[src/inc/mba_pkg.sv]
// ****************************************************************
// Shared constants of the bus arbiter
// ****************************************************************
package mba_pkg;

  // Clock rate
  localparam int CLK_PERIOD_NS = 8;

  // Requester classes, also the bit index in the request vector
  localparam int       NUM_CLASS   = 4;
  localparam logic [1:0] CLS_DMA     = 2'h0;
  localparam logic [1:0] CLS_REFRESH = 2'h1;
  localparam logic [1:0] CLS_MASTER  = 2'h2;
  localparam logic [1:0] CLS_CPU     = 2'h3;
  localparam int       NUM_EXT     = 3;

  // Arbitration modes as driven on arb_mode
  localparam logic [1:0] MODE_FIXED    = 2'h0;
  localparam logic [1:0] MODE_ROTATE   = 2'h1;
  localparam logic [1:0] MODE_SLICE    = 2'h2;
  localparam logic [1:0] MODE_COMBINED = 2'h3;

  // Rotation: DMA holds every other slot for short latency
  localparam int        ROT_LEN = 6;
  localparam logic [2:0] ROT_LAST = 3'h5;
  localparam logic [11:0] ROT_SEQ =
    {CLS_CPU, CLS_DMA, CLS_MASTER, CLS_DMA, CLS_REFRESH, CLS_DMA};

  // Bus time per class in clocks, sized to priority and need
  localparam int        SLICE_W       = 8;
  localparam logic [7:0] SLICE_DMA     = 8'h10;
  localparam logic [7:0] SLICE_REFRESH = 8'h08;
  localparam logic [7:0] SLICE_MASTER  = 8'h20;
  localparam logic [7:0] SLICE_CPU     = 8'h40;

  // Preemption timeout before a holder is reset
  localparam int PREEMPT_TIMEOUT_NS   = 1000;
  localparam int PREEMPT_TIMEOUT_CLKS =
    (PREEMPT_TIMEOUT_NS + CLK_PERIOD_NS - 1) / CLK_PERIOD_NS;

  // Length of the reset pulse to a stuck holder
  localparam logic [2:0] RESET_PULSE_CLKS = 3'h4;

  // Reset values
  localparam logic [NUM_EXT-1:0] GRANT_N_RESET = 3'h7;

endpackage

[src/verilog/mba_arbiter.sv]
`timescale 1ns/1ns
module mba_arbiter
  import mba_pkg::*;
#(
  parameter int ADDR_W       = 32,
  parameter int TIMEOUT_CLKS = PREEMPT_TIMEOUT_CLKS
)
(
  // Clock and reset
  input  wire logic               ref_clk,
  input  wire logic               reset,
  // Mode select
  input  wire logic [1:0]         arb_mode,
  // External masters: DMA, refresh, bus master
  input  wire logic [NUM_EXT-1:0] master_req,
  output logic [NUM_EXT-1:0]      master_grant_ack_n,
  output logic [NUM_EXT-1:0]      master_reset,
  // Processor handshake
  output logic                    bus_yield_request,
  output logic                    yield_acknowledge,
  output logic                    cpu_bus_want,
  // Processor core
  input  wire logic               cpu_access_pending,
  input  wire logic               cpu_cycle_active,
  input  wire logic [ADDR_W-1:0]  cpu_core_addr,
  output logic                    cpu_bus_oe,
  output logic [ADDR_W-1:0]       cpu_addr_out,
  output logic                    cpu_stall,
  // Snooping of system bus writes
  input  wire logic [ADDR_W-1:0]  cpu_addr_in,
  input  wire logic               snoop_write,
  output logic                    cpu_invalidate,
  output logic [ADDR_W-1:0]       cpu_invalidate_addr,
  // Status
  output logic [1:0]              bus_owner,
  output logic                    handover_busy
);

  // ****************************************************************
  // Parameter checks
  // ****************************************************************

  generate
    if (TIMEOUT_CLKS < 2 || TIMEOUT_CLKS > 65535)
    begin : g_bad_timeout
      $error("TIMEOUT_CLKS must lie in 2..65535");
    end
    if (ADDR_W < 1)
    begin : g_bad_addr
      $error("ADDR_W must be positive");
    end
  endgenerate

  localparam int TMR_W = $clog2(TIMEOUT_CLKS + 1);

  // ****************************************************************
  // Declarations
  // ****************************************************************

  typedef enum logic [1:0] {
    ST_OWNED,
    ST_RECLAIM,
    ST_FORCE,
    ST_HANDOVER
  } mba_state_e;

  mba_state_e            state;
  logic [1:0]            owner;
  logic [1:0]            target;
  logic [2:0]            rot_ptr;
  logic [SLICE_W-1:0]    slice_cnt;
  logic [TMR_W-1:0]      timer;
  logic [2:0]            pulse_cnt;
  logic [NUM_CLASS-1:0]  req_vec;
  logic [NUM_CLASS-1:0]  others;
  logic                  owner_req;
  logic                  owner_idle;
  logic                  slice_over;
  logic                  policy_ok;
  logic                  switch_now;
  logic                  released;
  logic                  win_found;
  logic [1:0]            win_cls;
  logic [2:0]            win_pos;

  // Processor's want is sampled like every other request
  assign req_vec    = {cpu_bus_want, master_req};
  assign others     = req_vec & ~(4'h1 << owner);
  assign owner_req  = req_vec[owner];
  assign owner_idle = (owner != CLS_CPU) && !owner_req;
  assign slice_over = (slice_cnt == '0);

  // ****************************************************************
  // Winner selection
  // ****************************************************************

  // Slice length of a class
  function automatic logic [SLICE_W-1:0] slice_of(input logic [1:0] c);
    unique case (c)
      CLS_DMA:     slice_of = SLICE_DMA;
      CLS_REFRESH: slice_of = SLICE_REFRESH;
      CLS_MASTER:  slice_of = SLICE_MASTER;
      CLS_CPU:     slice_of = SLICE_CPU;
    endcase
  endfunction

  // Fixed order: lowest class index wins, DMA first
  // Rotating order: first requester from the pointer on
  always_comb
  begin
    logic [2:0] pos;
    logic [1:0] cls;
    pos       = 3'h0;
    cls       = 2'h0;
    win_found = 1'b0;
    win_cls   = CLS_CPU;
    win_pos   = rot_ptr;
    if (arb_mode == MODE_FIXED)
    begin
      for (int i = NUM_CLASS - 1; i >= 0; i--)
      begin
        if (others[i])
        begin
          win_found = 1'b1;
          win_cls   = 2'(i);
        end
      end
    end
    else
    begin
      for (int i = ROT_LEN - 1; i >= 0; i--)
      begin
        pos = 3'((32'(rot_ptr) + 32'(i)) % ROT_LEN);
        cls = ROT_SEQ[2*pos +: 2];
        if (others[cls])
        begin
          win_found = 1'b1;
          win_cls   = cls;
          win_pos   = pos;
        end
      end
    end
  end

  // When a request may take the bus from the holder
  always_comb
  begin
    unique case (arb_mode)
      MODE_FIXED,
      MODE_ROTATE:   policy_ok = 1'b1;
      MODE_SLICE:    policy_ok = slice_over || !owner_req;
      MODE_COMBINED: policy_ok = slice_over || !owner_req;
    endcase
  end

  // Holder keeps the bus while nobody else asks, if it is the processor or still requests
  assign switch_now = owner_idle || (win_found && policy_ok);

  // Holder has let go of the bus
  assign released = (owner == CLS_CPU) ? yield_acknowledge
                                       : !master_req[owner];

  // ****************************************************************
  // Ownership sequence
  // ****************************************************************

  // Take back, wait for release, then hand over
  always_ff @(posedge ref_clk or posedge reset)
  begin
    if (reset)
    begin
      state  <= ST_OWNED;
      owner  <= CLS_CPU;
      target <= CLS_CPU;
    end
    else
    begin
      unique case (state)
        ST_OWNED:
          if (switch_now)
          begin
            state  <= ST_RECLAIM;
            target <= win_found ? win_cls : CLS_CPU;
          end
        ST_RECLAIM:
          if (released)
            state <= ST_HANDOVER;
          else if (timer == TMR_W'(TIMEOUT_CLKS - 1) && owner != CLS_CPU)
            state <= ST_FORCE;
        ST_FORCE:
          if (pulse_cnt == 3'h1)
            state <= ST_HANDOVER;
        ST_HANDOVER:
        begin
          state <= ST_OWNED;
          // A target that gave up meanwhile falls back to the processor
          owner <= req_vec[target] ? target : CLS_CPU;
        end
      endcase
    end
  end

  // Preemption timer, counted from the take-back
  always_ff @(posedge ref_clk or posedge reset)
  begin
    if (reset)
      timer <= '0;
    else if (state == ST_RECLAIM)
      timer <= timer + TMR_W'(1);
    else
      timer <= '0;
  end

  // Reset pulse to a holder that would not release
  always_ff @(posedge ref_clk or posedge reset)
  begin
    if (reset)
    begin
      pulse_cnt    <= 3'h0;
      master_reset <= '0;
    end
    else if (state == ST_RECLAIM && !released
             && timer == TMR_W'(TIMEOUT_CLKS - 1) && owner != CLS_CPU)
    begin
      pulse_cnt           <= RESET_PULSE_CLKS;
      master_reset[owner] <= 1'b1;
    end
    else if (state == ST_FORCE && pulse_cnt != 3'h1)
      pulse_cnt <= pulse_cnt - 3'h1;
    else
    begin
      pulse_cnt    <= 3'h0;
      master_reset <= '0;
    end
  end

  // ****************************************************************
  // Grants
  // ****************************************************************

  // External grant only in ST_OWNED, so at most one is low
  always_ff @(posedge ref_clk or posedge reset)
  begin
    if (reset)
      master_grant_ack_n <= GRANT_N_RESET;
    else if (state == ST_OWNED && switch_now)
      master_grant_ack_n <= GRANT_N_RESET;
    else if (state == ST_HANDOVER && req_vec[target]
             && target != CLS_CPU)
    begin
      master_grant_ack_n         <= GRANT_N_RESET;
      master_grant_ack_n[target] <= 1'b0;
    end
  end

  // Processor is held off whenever it is not the holder
  always_ff @(posedge ref_clk or posedge reset)
  begin
    if (reset)
      bus_yield_request <= 1'b0;
    else if (state == ST_OWNED && switch_now && owner == CLS_CPU)
      bus_yield_request <= 1'b1;
    else if (state == ST_HANDOVER)
      bus_yield_request <= req_vec[target] && target != CLS_CPU;
  end

  // ****************************************************************
  // Slice timing and rotation
  // ****************************************************************

  // Slice budget reloads at each handover, counts while held
  always_ff @(posedge ref_clk or posedge reset)
  begin
    if (reset)
      slice_cnt <= SLICE_CPU;
    else if (state == ST_HANDOVER)
      slice_cnt <= slice_of(req_vec[target] ? target : CLS_CPU);
    else if (state == ST_OWNED && !slice_over)
      slice_cnt <= slice_cnt - SLICE_W'(1);
  end

  // Pointer moves past the slot just chosen, at take-back
  always_ff @(posedge ref_clk or posedge reset)
  begin
    if (reset)
      rot_ptr <= 3'h0;
    else if (state == ST_OWNED && switch_now && win_found)
      rot_ptr <= (win_pos == ROT_LAST) ? 3'h0 : win_pos + 3'h1;
  end

  // ****************************************************************
  // Status outputs
  // ****************************************************************

  always_ff @(posedge ref_clk or posedge reset)
  begin
    if (reset)
    begin
      bus_owner     <= CLS_CPU;
      handover_busy <= 1'b0;
    end
    else
    begin
      bus_owner     <= owner;
      handover_busy <= (state != ST_OWNED);
    end
  end

  // ****************************************************************
  // Processor port
  // ****************************************************************

  // Processor yields on request and waits for its removal
  mba_cpu_port #(
    .ADDR_W (ADDR_W)
  ) u_cpu (
    .ref_clk           (ref_clk),
    .reset             (reset),
    .bus_yield_request (bus_yield_request),
    .yield_acknowledge (yield_acknowledge),
    .cpu_bus_want      (cpu_bus_want),
    .access_pending    (cpu_access_pending),
    .cycle_active      (cpu_cycle_active),
    .core_addr         (cpu_core_addr),
    .bus_oe            (cpu_bus_oe),
    .addr_out          (cpu_addr_out),
    .stall             (cpu_stall),
    .addr_in           (cpu_addr_in),
    .snoop_write       (snoop_write),
    .invalidate        (cpu_invalidate),
    .invalidate_addr   (cpu_invalidate_addr)
  );

endmodule

[src/verilog/mba_cpu_port.sv]
`timescale 1ns/1ns
// ****************************************************************
// Processor side of the yield handshake
// ****************************************************************
module mba_cpu_port
  import mba_pkg::*;
#(
  parameter int ADDR_W = 32
)
(
  // Clock and reset
  input  wire logic              ref_clk,
  input  wire logic              reset,
  // Handshake with the arbiter
  input  wire logic              bus_yield_request,
  output logic                   yield_acknowledge,
  output logic                   cpu_bus_want,
  // Processor core
  input  wire logic              access_pending,
  input  wire logic              cycle_active,
  input  wire logic [ADDR_W-1:0] core_addr,
  output logic                   bus_oe,
  output logic [ADDR_W-1:0]      addr_out,
  output logic                   stall,
  // Snooping of other masters' writes
  input  wire logic [ADDR_W-1:0] addr_in,
  input  wire logic              snoop_write,
  output logic                   invalidate,
  output logic [ADDR_W-1:0]      invalidate_addr
);

  // Refuse an address width the port cannot carry
  generate
    if (ADDR_W < 1)
    begin : g_bad_addr
      $error("ADDR_W must be positive");
    end
  endgenerate

  logic may_own;

  // Owning needs both the request and the acknowledge low
  assign may_own = !bus_yield_request && !yield_acknowledge;

  // Acknowledge only once the running cycle has ended
  always_ff @(posedge ref_clk or posedge reset)
  begin
    if (reset)
      yield_acknowledge <= 1'b0;
    else if (!bus_yield_request)
      yield_acknowledge <= 1'b0;
    else if (!cycle_active)
      yield_acknowledge <= 1'b1;
  end

  // Want flag follows pending external work
  always_ff @(posedge ref_clk or posedge reset)
  begin
    if (reset)
      cpu_bus_want <= 1'b0;
    else
      cpu_bus_want <= access_pending;
  end

  // Drive address, data and status only while owning
  always_ff @(posedge ref_clk or posedge reset)
  begin
    if (reset)
    begin
      bus_oe   <= 1'b0;
      addr_out <= '0;
    end
    else
    begin
      bus_oe   <= may_own;
      addr_out <= core_addr;
    end
  end

  // Core runs from its cache; halts only on an external access
  always_ff @(posedge ref_clk or posedge reset)
  begin
    if (reset)
      stall <= 1'b0;
    else
      stall <= access_pending && !may_own;
  end

  // Address pins act as input for cache invalidation
  always_ff @(posedge ref_clk or posedge reset)
  begin
    if (reset)
    begin
      invalidate      <= 1'b0;
      invalidate_addr <= '0;
    end
    else
    begin
      invalidate <= snoop_write && !may_own;
      if (snoop_write && !may_own)
        invalidate_addr <= addr_in;
    end
  end

endmodule

[config.mk]
export PLATFORM = sky130hd
export DESIGN_NAME = mba_arbiter
export DESIGN_NICKNAME = d
export VERILOG_FILES = /design/src/inc/mba_pkg.sv /design/src/verilog/mba_arbiter.sv /design/src/verilog/mba_cpu_port.sv
export SDC_FILE = /design/constraint.sdc
export NUM_CORES = 1
export LEC_CHECK = 0
export ABC_AREA = 1
export ABC_CLOCK_PERIOD_IN_PS = 5400
export BUFFER_PORTS_ARGS = -buffer_cell sky130_fd_sc_hd__buf_2
export CAP_MARGIN = 20
export CORE_MARGIN = 4
export CORE_UTILIZATION = 56
export DETAILED_ROUTE_END_ITERATION = 8
export GPL_TIMING_DRIVEN = 0
export PLACE_DENSITY_LB_ADDON = 0.3
export SYNTH_ARGS = -nofsm -noshare
export SYNTH_HDL_FRONTEND = slang
export SYNTH_SLANG_ARGS = --single-unit
[constraint.sdc]
create_clock -name ref_clk -period 5.4 [get_ports ref_clk]
set_clock_uncertainty 0.1 [all_clocks]
set_input_delay 0.27 -clock ref_clk [delete_from_list [all_inputs] [get_ports ref_clk]]
set_output_delay 0.27 -clock ref_clk [all_outputs]
set_load 0.02 [all_outputs]
==> results of run 1 <==
## metal layers
layer,share of wire,wire length [um],track usage
met5,0,0,0
met4,0.019,267,0.0769
met3,0.076,1100,0.0533
met1,0.41,5810,0.324
met2,0.50,7160,0.469
## layout make-up
class                      instances  share of cell area
buffer                            10             0.00699
clock buffer                      11              0.0188
clock inverter                     5             0.00646
inverter                          90              0.0488
multi-input combinational        431               0.322
sequential                       106               0.382
tap                              129              0.0231
timing repair buffer             208               0.192
## flip-flops by register name, indices dropped and copies added, names as in the netlist
register / cells
bus_owner: 2
bus_yield_request: 1
handover_busy: 1
master_grant_ack_n: 3
master_reset: 3
owner: 2
pulse_cnt: 3
rot_ptr: 3
slice_cnt: 8
state: 2
target: 2
timer: 7
u_cpu.addr_out: 32
u_cpu.bus_oe: 1
u_cpu.cpu_bus_want: 1
u_cpu.invalidate: 1
u_cpu.invalidate_addr: 32
u_cpu.stall: 1
u_cpu.yield_acknowledge: 1
## what timing repair did
item | in CTS | in global routing
hold buffers | 55 | 0
hold endpoints to repair | 98 | 0
setup endpoints to repair | 0 | 0
## kinds of logic (layout without fill, tap and decap cells)
| family | count (synthesis) | count (layout) | synth area share |
|---|---|---|---|
| XOR/XNOR | 3 | 3 | 0.00496 |
| flip-flops | 106 | 106 | 0.503 |
| adder cells (fa/ha/maj) | 22 | 22 | 0.0520 |
| buffers and inverters | 100 | 324 | 0.0730 |
| AND/OR/NAND/NOR | 325 | 325 | 0.270 |
| AO/OA/AOI/OAI | 80 | 80 | 0.0947 |
| multiplexers | 1 | 1 | 0.00213 |
## power by group through the flow
| stage | Combinational [mW] | Sequential (mW) | Clock [mW] |
|---|---|---|---|
| global route | 2.64 | 1.17 | 0.497 |
| finish | 2.35 | 1.15 | 0.454 |
| floorplan | 1.63 | 1.27 | 0 |
| CTS | 2.32 | 1.14 | 0.466 |
| global placement | 2.20 | 1.15 | 0 |
| detailed placement | 2.28 | 1.16 | 0 |
## final timing paths
path                                       from                        end  slack (ps)  depth (start not counted)
max in group asynchronous                 reset               bus_owner[1]        4010                          4
worst min register to register         owner[1]               bus_owner[1]         300                          0
worst max register to register       rot_ptr[2]                 rot_ptr[1]        2000                         25
worst max-delay path                 rot_ptr[2]                 rot_ptr[1]        2000                         25
min in group asynchronous                 reset         u_cpu.addr_out[16]         450                          3
worst min-delay path            cpu_addr_in[15]  u_cpu.invalidate_addr[15]          10                          3
## cells in the mapped netlist
master	instances
a211o_1	1
a21boi_0	1
a21oi_1	22
a21oi_2	4
a221oi_1	1
a31oi_1	4
a32oi_1	1
buf_1	1
buf_4	3
clkbuf_1	6
dfrtp_1	96
dfstp_2	10
ha_1	22
inv_1	83
inv_2	7
mux2_2	1
nand2_1	206
nand2_2	18
nand2_4	6
nand3_1	25
nand3_2	8
nand3b_1	1
nand4_1	9
nor2_1	44
nor3_1	5
nor4_1	1
o2111ai_4	1
o211ai_1	6
o21ai_0	24
o21ai_1	6
o21ai_2	1
o21ai_4	1
o21bai_1	1
o22ai_1	3
o311ai_0	2
o31ai_1	1
or2_2	2
xnor2_1	1
xor2_1	2
## worst max-delay path, stage by stage (launching register included)
cell and delay, ps:
dfrtp_1 580, inv_2 160, ha_1 270, nand2_1 150, nand2_1 110, ha_1 310, nor2_1 100, nand3_1 80
nand2_2 80, nand3_1 160, nand3_2 140, nand2_1 50, nand3_1 130, nand2_1 100, inv_1 60, nand3_1 60
nand3_1 100, nand2_1 60, nand2_1 60, nand2_1 60, nand2_1 100, nand2_1 60, nand2_1 50, nand2_1 50
nand2_1 60, nand2_1 40
## per-stage QoR
step	setup slack [ps]	instances	utilization	hold WS, ps
2_1_floorplan	2260	637	-	201
3_3_place_gp	1310	918	0.673	279
3_5_place_dp	2000	919	0.676	279
4_1_cts	1980	990	0.755	0.264
5_1_grt	1580	990	0.755	4.59
6_report	2000	990	0.755	12.5
==> results.cfg, run 1 <==
[floorplan]
num_io_pins = 153
num_rows = 35
die_w_um = 105
core_sq_um = 9240
start_util = 0.573
dieArea_sq_um = 11100
fp.dieH_um = 105

[drt]
dr.first_iter.drc_count = 298
vias = 5051
drt_first_pass_iters = 5
wire_per_inst_um = 14.5
totalWireLength_um = 14300
via_per_inst = 5.10
drc = 0
postRouteAntennaNets = 0

[logic_synthesis]
yosysTopAreaCell = dfrtp_1
syn_nets = 733
ys_seq_elements = 106
yosysTopAreaCellShare = 0.453
avgSynthCellArea_sq_um = 8.32
syn_area_sq_um = 5300
synth_cells = 637
yosysWarnings = 0
yosysSeqAreaShare = 0.503
ys_types = 39
ys_top_cells_by_area = dfrtp_1 45%, nand2_1 15%, inv_1 5.9%

[layout]
antenna_cells = 0
layout-drive-gt1-share = 0.267
multi_input_area_sq_um = 2250
fin_nets = 952
syn2layout_area_growth_pct = 31.7
regArea_sq_um = 2670
final_common_cell = nand2_1
most-common-layout-cells = 206 x nand2_1, 152 x buf_2, 96 x dfrtp_1
fill_cells = 651
fin_area_sq_um = 6980

[power]
power_mw = 3.95
clockPowerShare = 0.115
p_sw_mw = 1.97
p_int_mw = 1.98
combPwrFrac = 0.594
powerDensity_nw_per_um2 = 566
p_leak_nw = 3.78
sequentialPowerShare = 0.291
swShare = 0.499
peakVddDrop_mv = 0.484

[hold_path]
hp-class = in2reg

[sta]
worstMarginPinSlew_ps = 639
setup_viol = 0
finalMaxSlewViolations = 0
period_needed_ps = 3400
hold_violations = 0
max_freq_mhz = 294
fin_tns_setup_ps = 0
min_period_over_period = 0.630
slew_headroom = 0.574
rsz0062_at_grt = no

[clock_network]
cts_tree = yes
clock_latency_ps = 360
cts_max_level = 3
cts_buffers = 9
cts_buffer_depth = 2
post_cts_buffers = 0
postCtsResizedCells = 0
cts_sinks = 106
clk_pin_slew_ps = 100
clockRootBuffer = clkbuf_8

[run]
cap_violations = 0

[critical_path]
crit_path_start_kind = flip-flop
crit_fanout = 10
worstSetupPathType = reg2reg
arrival_ps = 3560
crit_required_ps = 5560
crit_path_end_kind = flip-flop

[grt]
antenna_found_initial = 0
grt_pass1_vias = 4981
grt_start_max_net_pins = 56
grt_overflow = 0
grt_pass1_wl_um = 23700
grt_usage = 0.264

[placed_design]
gp_congestion = 0.890
place_area_sq_um = 6250
io_buffers = 152
hpwlAfterDp_um = 9840

[status]
status = complete, no violations
No activity file was read; power rests on OpenSTA's default activity.
==> run 2, diff against run 1 <==
--- a/config.mk
+++ b/config.mk
@@ -5,12 +5,12 @@
 export SDC_FILE = /design/constraint.sdc
 export NUM_CORES = 1
 export LEC_CHECK = 0
-export ABC_AREA = 1
-export ABC_CLOCK_PERIOD_IN_PS = 5400
+export ABC_AREA = 0
+export ABC_CLOCK_PERIOD_IN_PS = 3100
 export BUFFER_PORTS_ARGS = -buffer_cell sky130_fd_sc_hd__buf_2
 export CAP_MARGIN = 20
 export CORE_MARGIN = 4
-export CORE_UTILIZATION = 56
+export CORE_UTILIZATION = 48
 export DETAILED_ROUTE_END_ITERATION = 8
 export GPL_TIMING_DRIVEN = 0
 export PLACE_DENSITY_LB_ADDON = 0.3
==> constraint.sdc (replaced) <==
create_clock -name ref_clk -period 3.1 [get_ports ref_clk]
set_clock_uncertainty 0.1 [all_clocks]
set_input_delay 0.155 -clock ref_clk [delete_from_list [all_inputs] [get_ports ref_clk]]
set_output_delay 0.155 -clock ref_clk [all_outputs]
set_load 0.02 [all_outputs]
==> results.cfg, run 2 <==
[floorplan]
num_io_pins = 153
dieArea_sq_um = 13400
die_w_um = 116
start_util = 0.489
core_sq_um = 11400
num_rows = 39
fp.dieH_um = 116

[power]
p_int_mw = 4.74
swShare = 0.470
p_leak_nw = 3.53
combPwrFrac = 0.632
p_sw_mw = 4.19
power_mw = 8.93
powerDensity_nw_per_um2 = 1150
clockPowerShare = 0.127
sequentialPowerShare = 0.241
peakVddDrop_mv = 0.779

[placed_design]
hpwlAfterDp_um = 10800
place_area_sq_um = 6660
io_buffers = 151
gp_congestion = 0.906

[drt]
vias = 5219
totalWireLength_um = 17300
wire_per_inst_um = 18.7
via_per_inst = 5.64
drc = 0
postRouteAntennaNets = 0
dr.first_iter.drc_count = 483
drt_first_pass_iters = 5

[grt]
grt_start_max_net_pins = 69
grt_pass1_vias = 5205
grt_overflow = 0
grt_pass1_wl_um = 26200
antenna_found_initial = 0
grt_usage = 0.252

[sta]
finalMaxSlewViolations = 0
min_period_over_period = 1.26
max_freq_mhz = 256
rsz0062_at_grt = yes
setup_viol = 11
whs_ps = 92.0
fin_ws_ps = -811
worstMarginPinSlew_ps = 841
period_needed_ps = 3910
hold_violations = 0
fin_tns_setup_ps = -7710
slew_headroom = 0.436

[hold_path]
min-delay-start = master_req[1]
hp-class = in2reg
holdPathEnd = slice_cnt[3]
hold_path_depth = 3

[layout]
antenna_cells = 0
top_regs = u_cpu.addr_out x32, u_cpu.invalidate_addr x32, slice_cnt x8
multi_input_area_sq_um = 2900
syn2layout_area_growth_pct = 40.4
final_common_cell = buf_2
fill_cells = 803
fin_area_sq_um = 7800
regArea_sq_um = 2670
layout-drive-gt1-share = 0.346
fin_nets = 874
most-common-layout-cells = 154 x buf_2, 93 x dfrtp_1, 67 x dlygate4sd3_1

[logic_synthesis]
yosysWarnings = 0
synth.top_cells.by_count = 96 x dfrtp_1, 47 x nor2_1, 42 x nand2_1
ys_seq_elements = 106
ys_types = 72
yosysTopAreaCell = dfrtp_1
synth_edf_count = 0
synth_cells = 537
syn_nets = 633
syn_area_sq_um = 5560
avgSynthCellArea_sq_um = 10.3
yosysTopAreaCellShare = 0.432
ys_top_cells_by_area = dfrtp_1 43%, mux2_2 6.5%, ha_1 5.0%
synth_ff_type = dfrtp_1
yosysSeqAreaShare = 0.480
synth_async_sr_flop_share = 1.00
synth_most_common_cell = dfrtp_1

[critical_path]
rr_endpoint = target[1]
reg2reg_depth = 16
crit_path_start_kind = flip-flop
reg2reg_slack_ps = -810
r2r-start = rot_ptr[2]
crit_path_end_kind = flip-flop
crit_required_ps = 3280
crit_fanout = 10
arrival_ps = 4090
worstSetupPathType = reg2reg

[run]
cap_violations = 0

[status]
status = complete, but fails checks
violations = setup timing

[clock_network]
cts_buffers = 9
cts_sinks = 106
cts_tree = yes
cts_buffer_depth = 2
clockRootBuffer = clkbuf_16
clock_latency_ps = 350
clk_pin_slew_ps = 80
cts_max_level = 3
-- run 2: cell type report --
cell class | instances | share of cell area
inverter | 27 | 0.0157
buffer | 18 | 0.0130
sequential | 106 | 0.342
tap | 143 | 0.0229
timing repair buffer | 230 | 0.197
multi-input combinational | 386 | 0.372
clock inverter | 6 | 0.00738
clock buffer | 10 | 0.0294
-- run 2: metal layers --
metal | track usage | up-vias | share of wire
met5 | 0 | - | 0
met4 | 0.0978 | 0 | 0.031
met3 | 0.0454 | 46 | 0.073
met2 | 0.448 | 240 | 0.51
met1 | 0.302 | 2515 | 0.38
li1 | - | 2418 | -
-- run 2: critical path: stages, from the launching register on --
cell	delay [ps]
dfrtp_2	450
buf_6	160
inv_4	80
ha_2	170
buf_6	140
a21o_1	230
ha_1	300
nand2b_4	190
o22a_1	200
a211oi_1	350
nor2_1	120
o31ai_4	290
nor2_2	130
a31oi_2	260
nand2_2	140
a21oi_2	210
mux2_4	310
-- run 2: worst max-delay path by stage --
stage | startpoint | endpoint | slack (ps) | cells after the start
floorplan | rot_ptr[0] | target[1] | -490 | 16
global placement | reset | rot_ptr[2] | -1180 | 2
detailed placement | rot_ptr[2] | target[1] | -1060 | 16
CTS | rot_ptr[1] | rot_ptr[2] | -760 | 15
global route | rot_ptr[1] | rot_ptr[2] | -950 | 15
finish | rot_ptr[2] | target[1] | -810 | 16
-- run 2: power groups by stage --
stage,Clock [mW],Sequential (mW),Combinational [mW]
global placement,0,2.14,4.91
global route,1.20,2.20,6.10
finish,1.13,2.15,5.65
CTS,1.13,2.11,5.38
floorplan,0,2.49,3.49
detailed placement,0,2.16,5.04
-- run 2: kinds of logic after synthesis --
kind of cell               synth area share
adders and majority gates            0.0495
AOI/OAI and AO/OA                     0.163
and+or+nand+nor                       0.152
muxes                                0.0930
buffers and inverters                0.0318
DFF                                   0.480
xor gates and xnor gates             0.0311
-- run 2: what timing repair did --
action                     4_1_cts  5_1_grt
setup endpoints to repair       11       11
cloned                           0        0
hold endpoints to repair       101        0
pin swaps                        4        3
resized for setup               12        7
buffers inserted                10        1
hold buffers                    67        0
-- run 2: stage by stage --
step	setup slack, ps	cells	util
finish	-811	926	0.686
global route	-945	926	0.686
global placement	-1180	831	0.583
floorplan	-489	537	-
CTS	-760	925	0.681
detailed placement	-1060	832	0.586
==> run 3, diff against run 2 <==
--- a/config.mk
+++ b/config.mk
@@ -9,7 +9,7 @@
 export ABC_CLOCK_PERIOD_IN_PS = 3100
 export BUFFER_PORTS_ARGS = -buffer_cell sky130_fd_sc_hd__buf_2
 export CAP_MARGIN = 20
-export CORE_MARGIN = 4
+export CORE_MARGIN = 2
 export CORE_UTILIZATION = 48
 export DETAILED_ROUTE_END_ITERATION = 8
 export GPL_TIMING_DRIVEN = 0
==> results.cfg, run 3 (synthesis results as in run 2) <==
[drt]
vias = 5474
drc = 0
dr.first_iter.drc_count = 605
wire_per_inst_um = 18.5
via_per_inst = 5.78
totalWireLength_um = 17500
postRouteAntennaNets = 0
drt_first_pass_iters = 5

[hold_path]
min-delay-start = master_req[1]
hold_path_depth = 3
holdPathEnd = slice_cnt[3]
hp-class = in2reg

[power]
combPwrFrac = 0.659
swShare = 0.464
p_leak_nw = 3.66
p_int_mw = 5.18
powerDensity_nw_per_um2 = 1180
sequentialPowerShare = 0.221
peakVddDrop_mv = 0.689
clockPowerShare = 0.120
p_sw_mw = 4.48

[layout]
syn2layout_area_growth_pct = 46.8
top_regs = u_cpu.addr_out x32, u_cpu.invalidate_addr x32, slice_cnt x8
most-common-layout-cells = 154 x buf_2, 93 x dfrtp_1, 67 x dlygate4sd3_1
layout-drive-gt1-share = 0.387
final_common_cell = buf_2
fill_cells = 746
fin_nets = 894

[placed_design]
gp_congestion = 0.896
hpwlAfterDp_um = 11100
io_buffers = 151

[sta]
rsz0062_at_grt = yes
period_needed_ps = 3790
finalMaxSlewViolations = 0
max_freq_mhz = 264
worstMarginPinSlew_ps = 1000
min_period_over_period = 1.22
fin_tns_setup_ps = -6530
slew_headroom = 0.328
hold_violations = 0
whs_ps = 84.9
fin_ws_ps = -688
setup_viol = 11

[critical_path]
crit_fanout = 6
crit_path_start_kind = flip-flop
arrival_ps = 3970
reg2reg_slack_ps = -690
r2r-start = rot_ptr[1]
crit_required_ps = 3290
worstSetupPathType = reg2reg
rr_endpoint = rot_ptr[2]
crit_path_end_kind = flip-flop
reg2reg_depth = 15

[clock_network]
clock_latency_ps = 350
cts_sinks = 106
clk_pin_slew_ps = 70
cts_tree = yes
cts_buffer_depth = 2
cts_buffers = 9
cts_max_level = 3
clockRootBuffer = clkbuf_16

[grt]
grt_pass1_vias = 5487
grt_usage = 0.284
antenna_found_initial = 1
grt_overflow = 0
grt_pass1_wl_um = 28200
grt_start_max_net_pins = 77

[run]
cap_violations = 0

[floorplan]
die_w_um = 112
num_io_pins = 153
core_sq_um = 11400
fp.dieH_um = 112
dieArea_sq_um = 12500
num_rows = 39
start_util = 0.489

[status]
status = complete, but fails checks
violations = setup timing
run 3: area by class of cell:
class                      count  area (sq um)  area share
buffer                        18           109      0.0133
clock buffer                   9           225      0.0276
antenna                        1          2.50    0.000307
clock inverter                 7          80.1     0.00982
multi-input combinational    386          3080       0.377
sequential                   106          2670       0.327
timing repair buffer         250          1690       0.207
tap                          143           179      0.0219
inverter                      27           123      0.0150
run 3: power by group through the flow:
stage,clock (mW),sequential [mW],combinational [mW]
3_3_place_gp,0,2.15,4.93
5_1_grt,1.24,2.17,6.88
2_1_floorplan,0,2.49,3.49
4_1_cts,1.17,2.11,6.00
6_report,1.16,2.13,6.37
3_5_place_dp,0,2.17,5.07
run 3: metal layers:
metal,vias to the layer above,share of wire,track usage
met5,-,0,0
met3,78,0.067,0.0610
met4,0,0.046,0.156
met2,285,0.50,0.476
li1,2473,-,-
met1,2638,0.38,0.344
run 3: worst max-delay path, stage by stage, from the launching register on:
cell        delay (ps)
dfrtp_2            450
clkinvlp_4         200
ha_4               220
a21oi_4            130
inv_2               70
ha_4               220
nand2b_4           140
or4b_1             470
o2111a_2           210
mux2i_4            210
mux2i_4            280
o211ai_1           140
a31o_1             240
a221oi_2           320
and3_1             210
o22a_1             130
run 3: stage by stage:
| stage | power [mW] | utilization | setup slack (ps) | instances | cell area, sq um |
|---|---|---|---|---|---|
| global placement | 7.08 | 0.583 | -1210 | 831 | 6630 |
| global route | 10.3 | 0.717 | -802 | 947 | 8160 |
| detailed placement | 7.25 | 0.586 | -1030 | 832 | 6660 |
| floorplan | 5.98 | - | -489 | 537 | 5690 |
| finish | 9.66 | 0.717 | -688 | 947 | 8160 |
| CTS | 9.28 | 0.709 | -611 | 941 | 8070 |
run 3: worst max path at each step:
stage / start / end / slack, ps / cells past startpoint
after global routing: rot_ptr[1] / rot_ptr[2] / -800 / 15
after detailed placement: rot_ptr[2] / target[1] / -1030 / 16
after CTS: rot_ptr[1] / target[1] / -610 / 16
after global placement: reset / rot_ptr[2] / -1210 / 2
after floorplan: rot_ptr[0] / target[1] / -490 / 16
final: rot_ptr[1] / rot_ptr[2] / -690 / 15
run 3: what timing repair did:
action	in CTS	in global routing
endpoints found under the setup margin	11	11
endpoints found under the hold margin	97	0
pin swaps	25	8
setup buffers	26	5
hold buffers	67	0
resized for setup	41	9
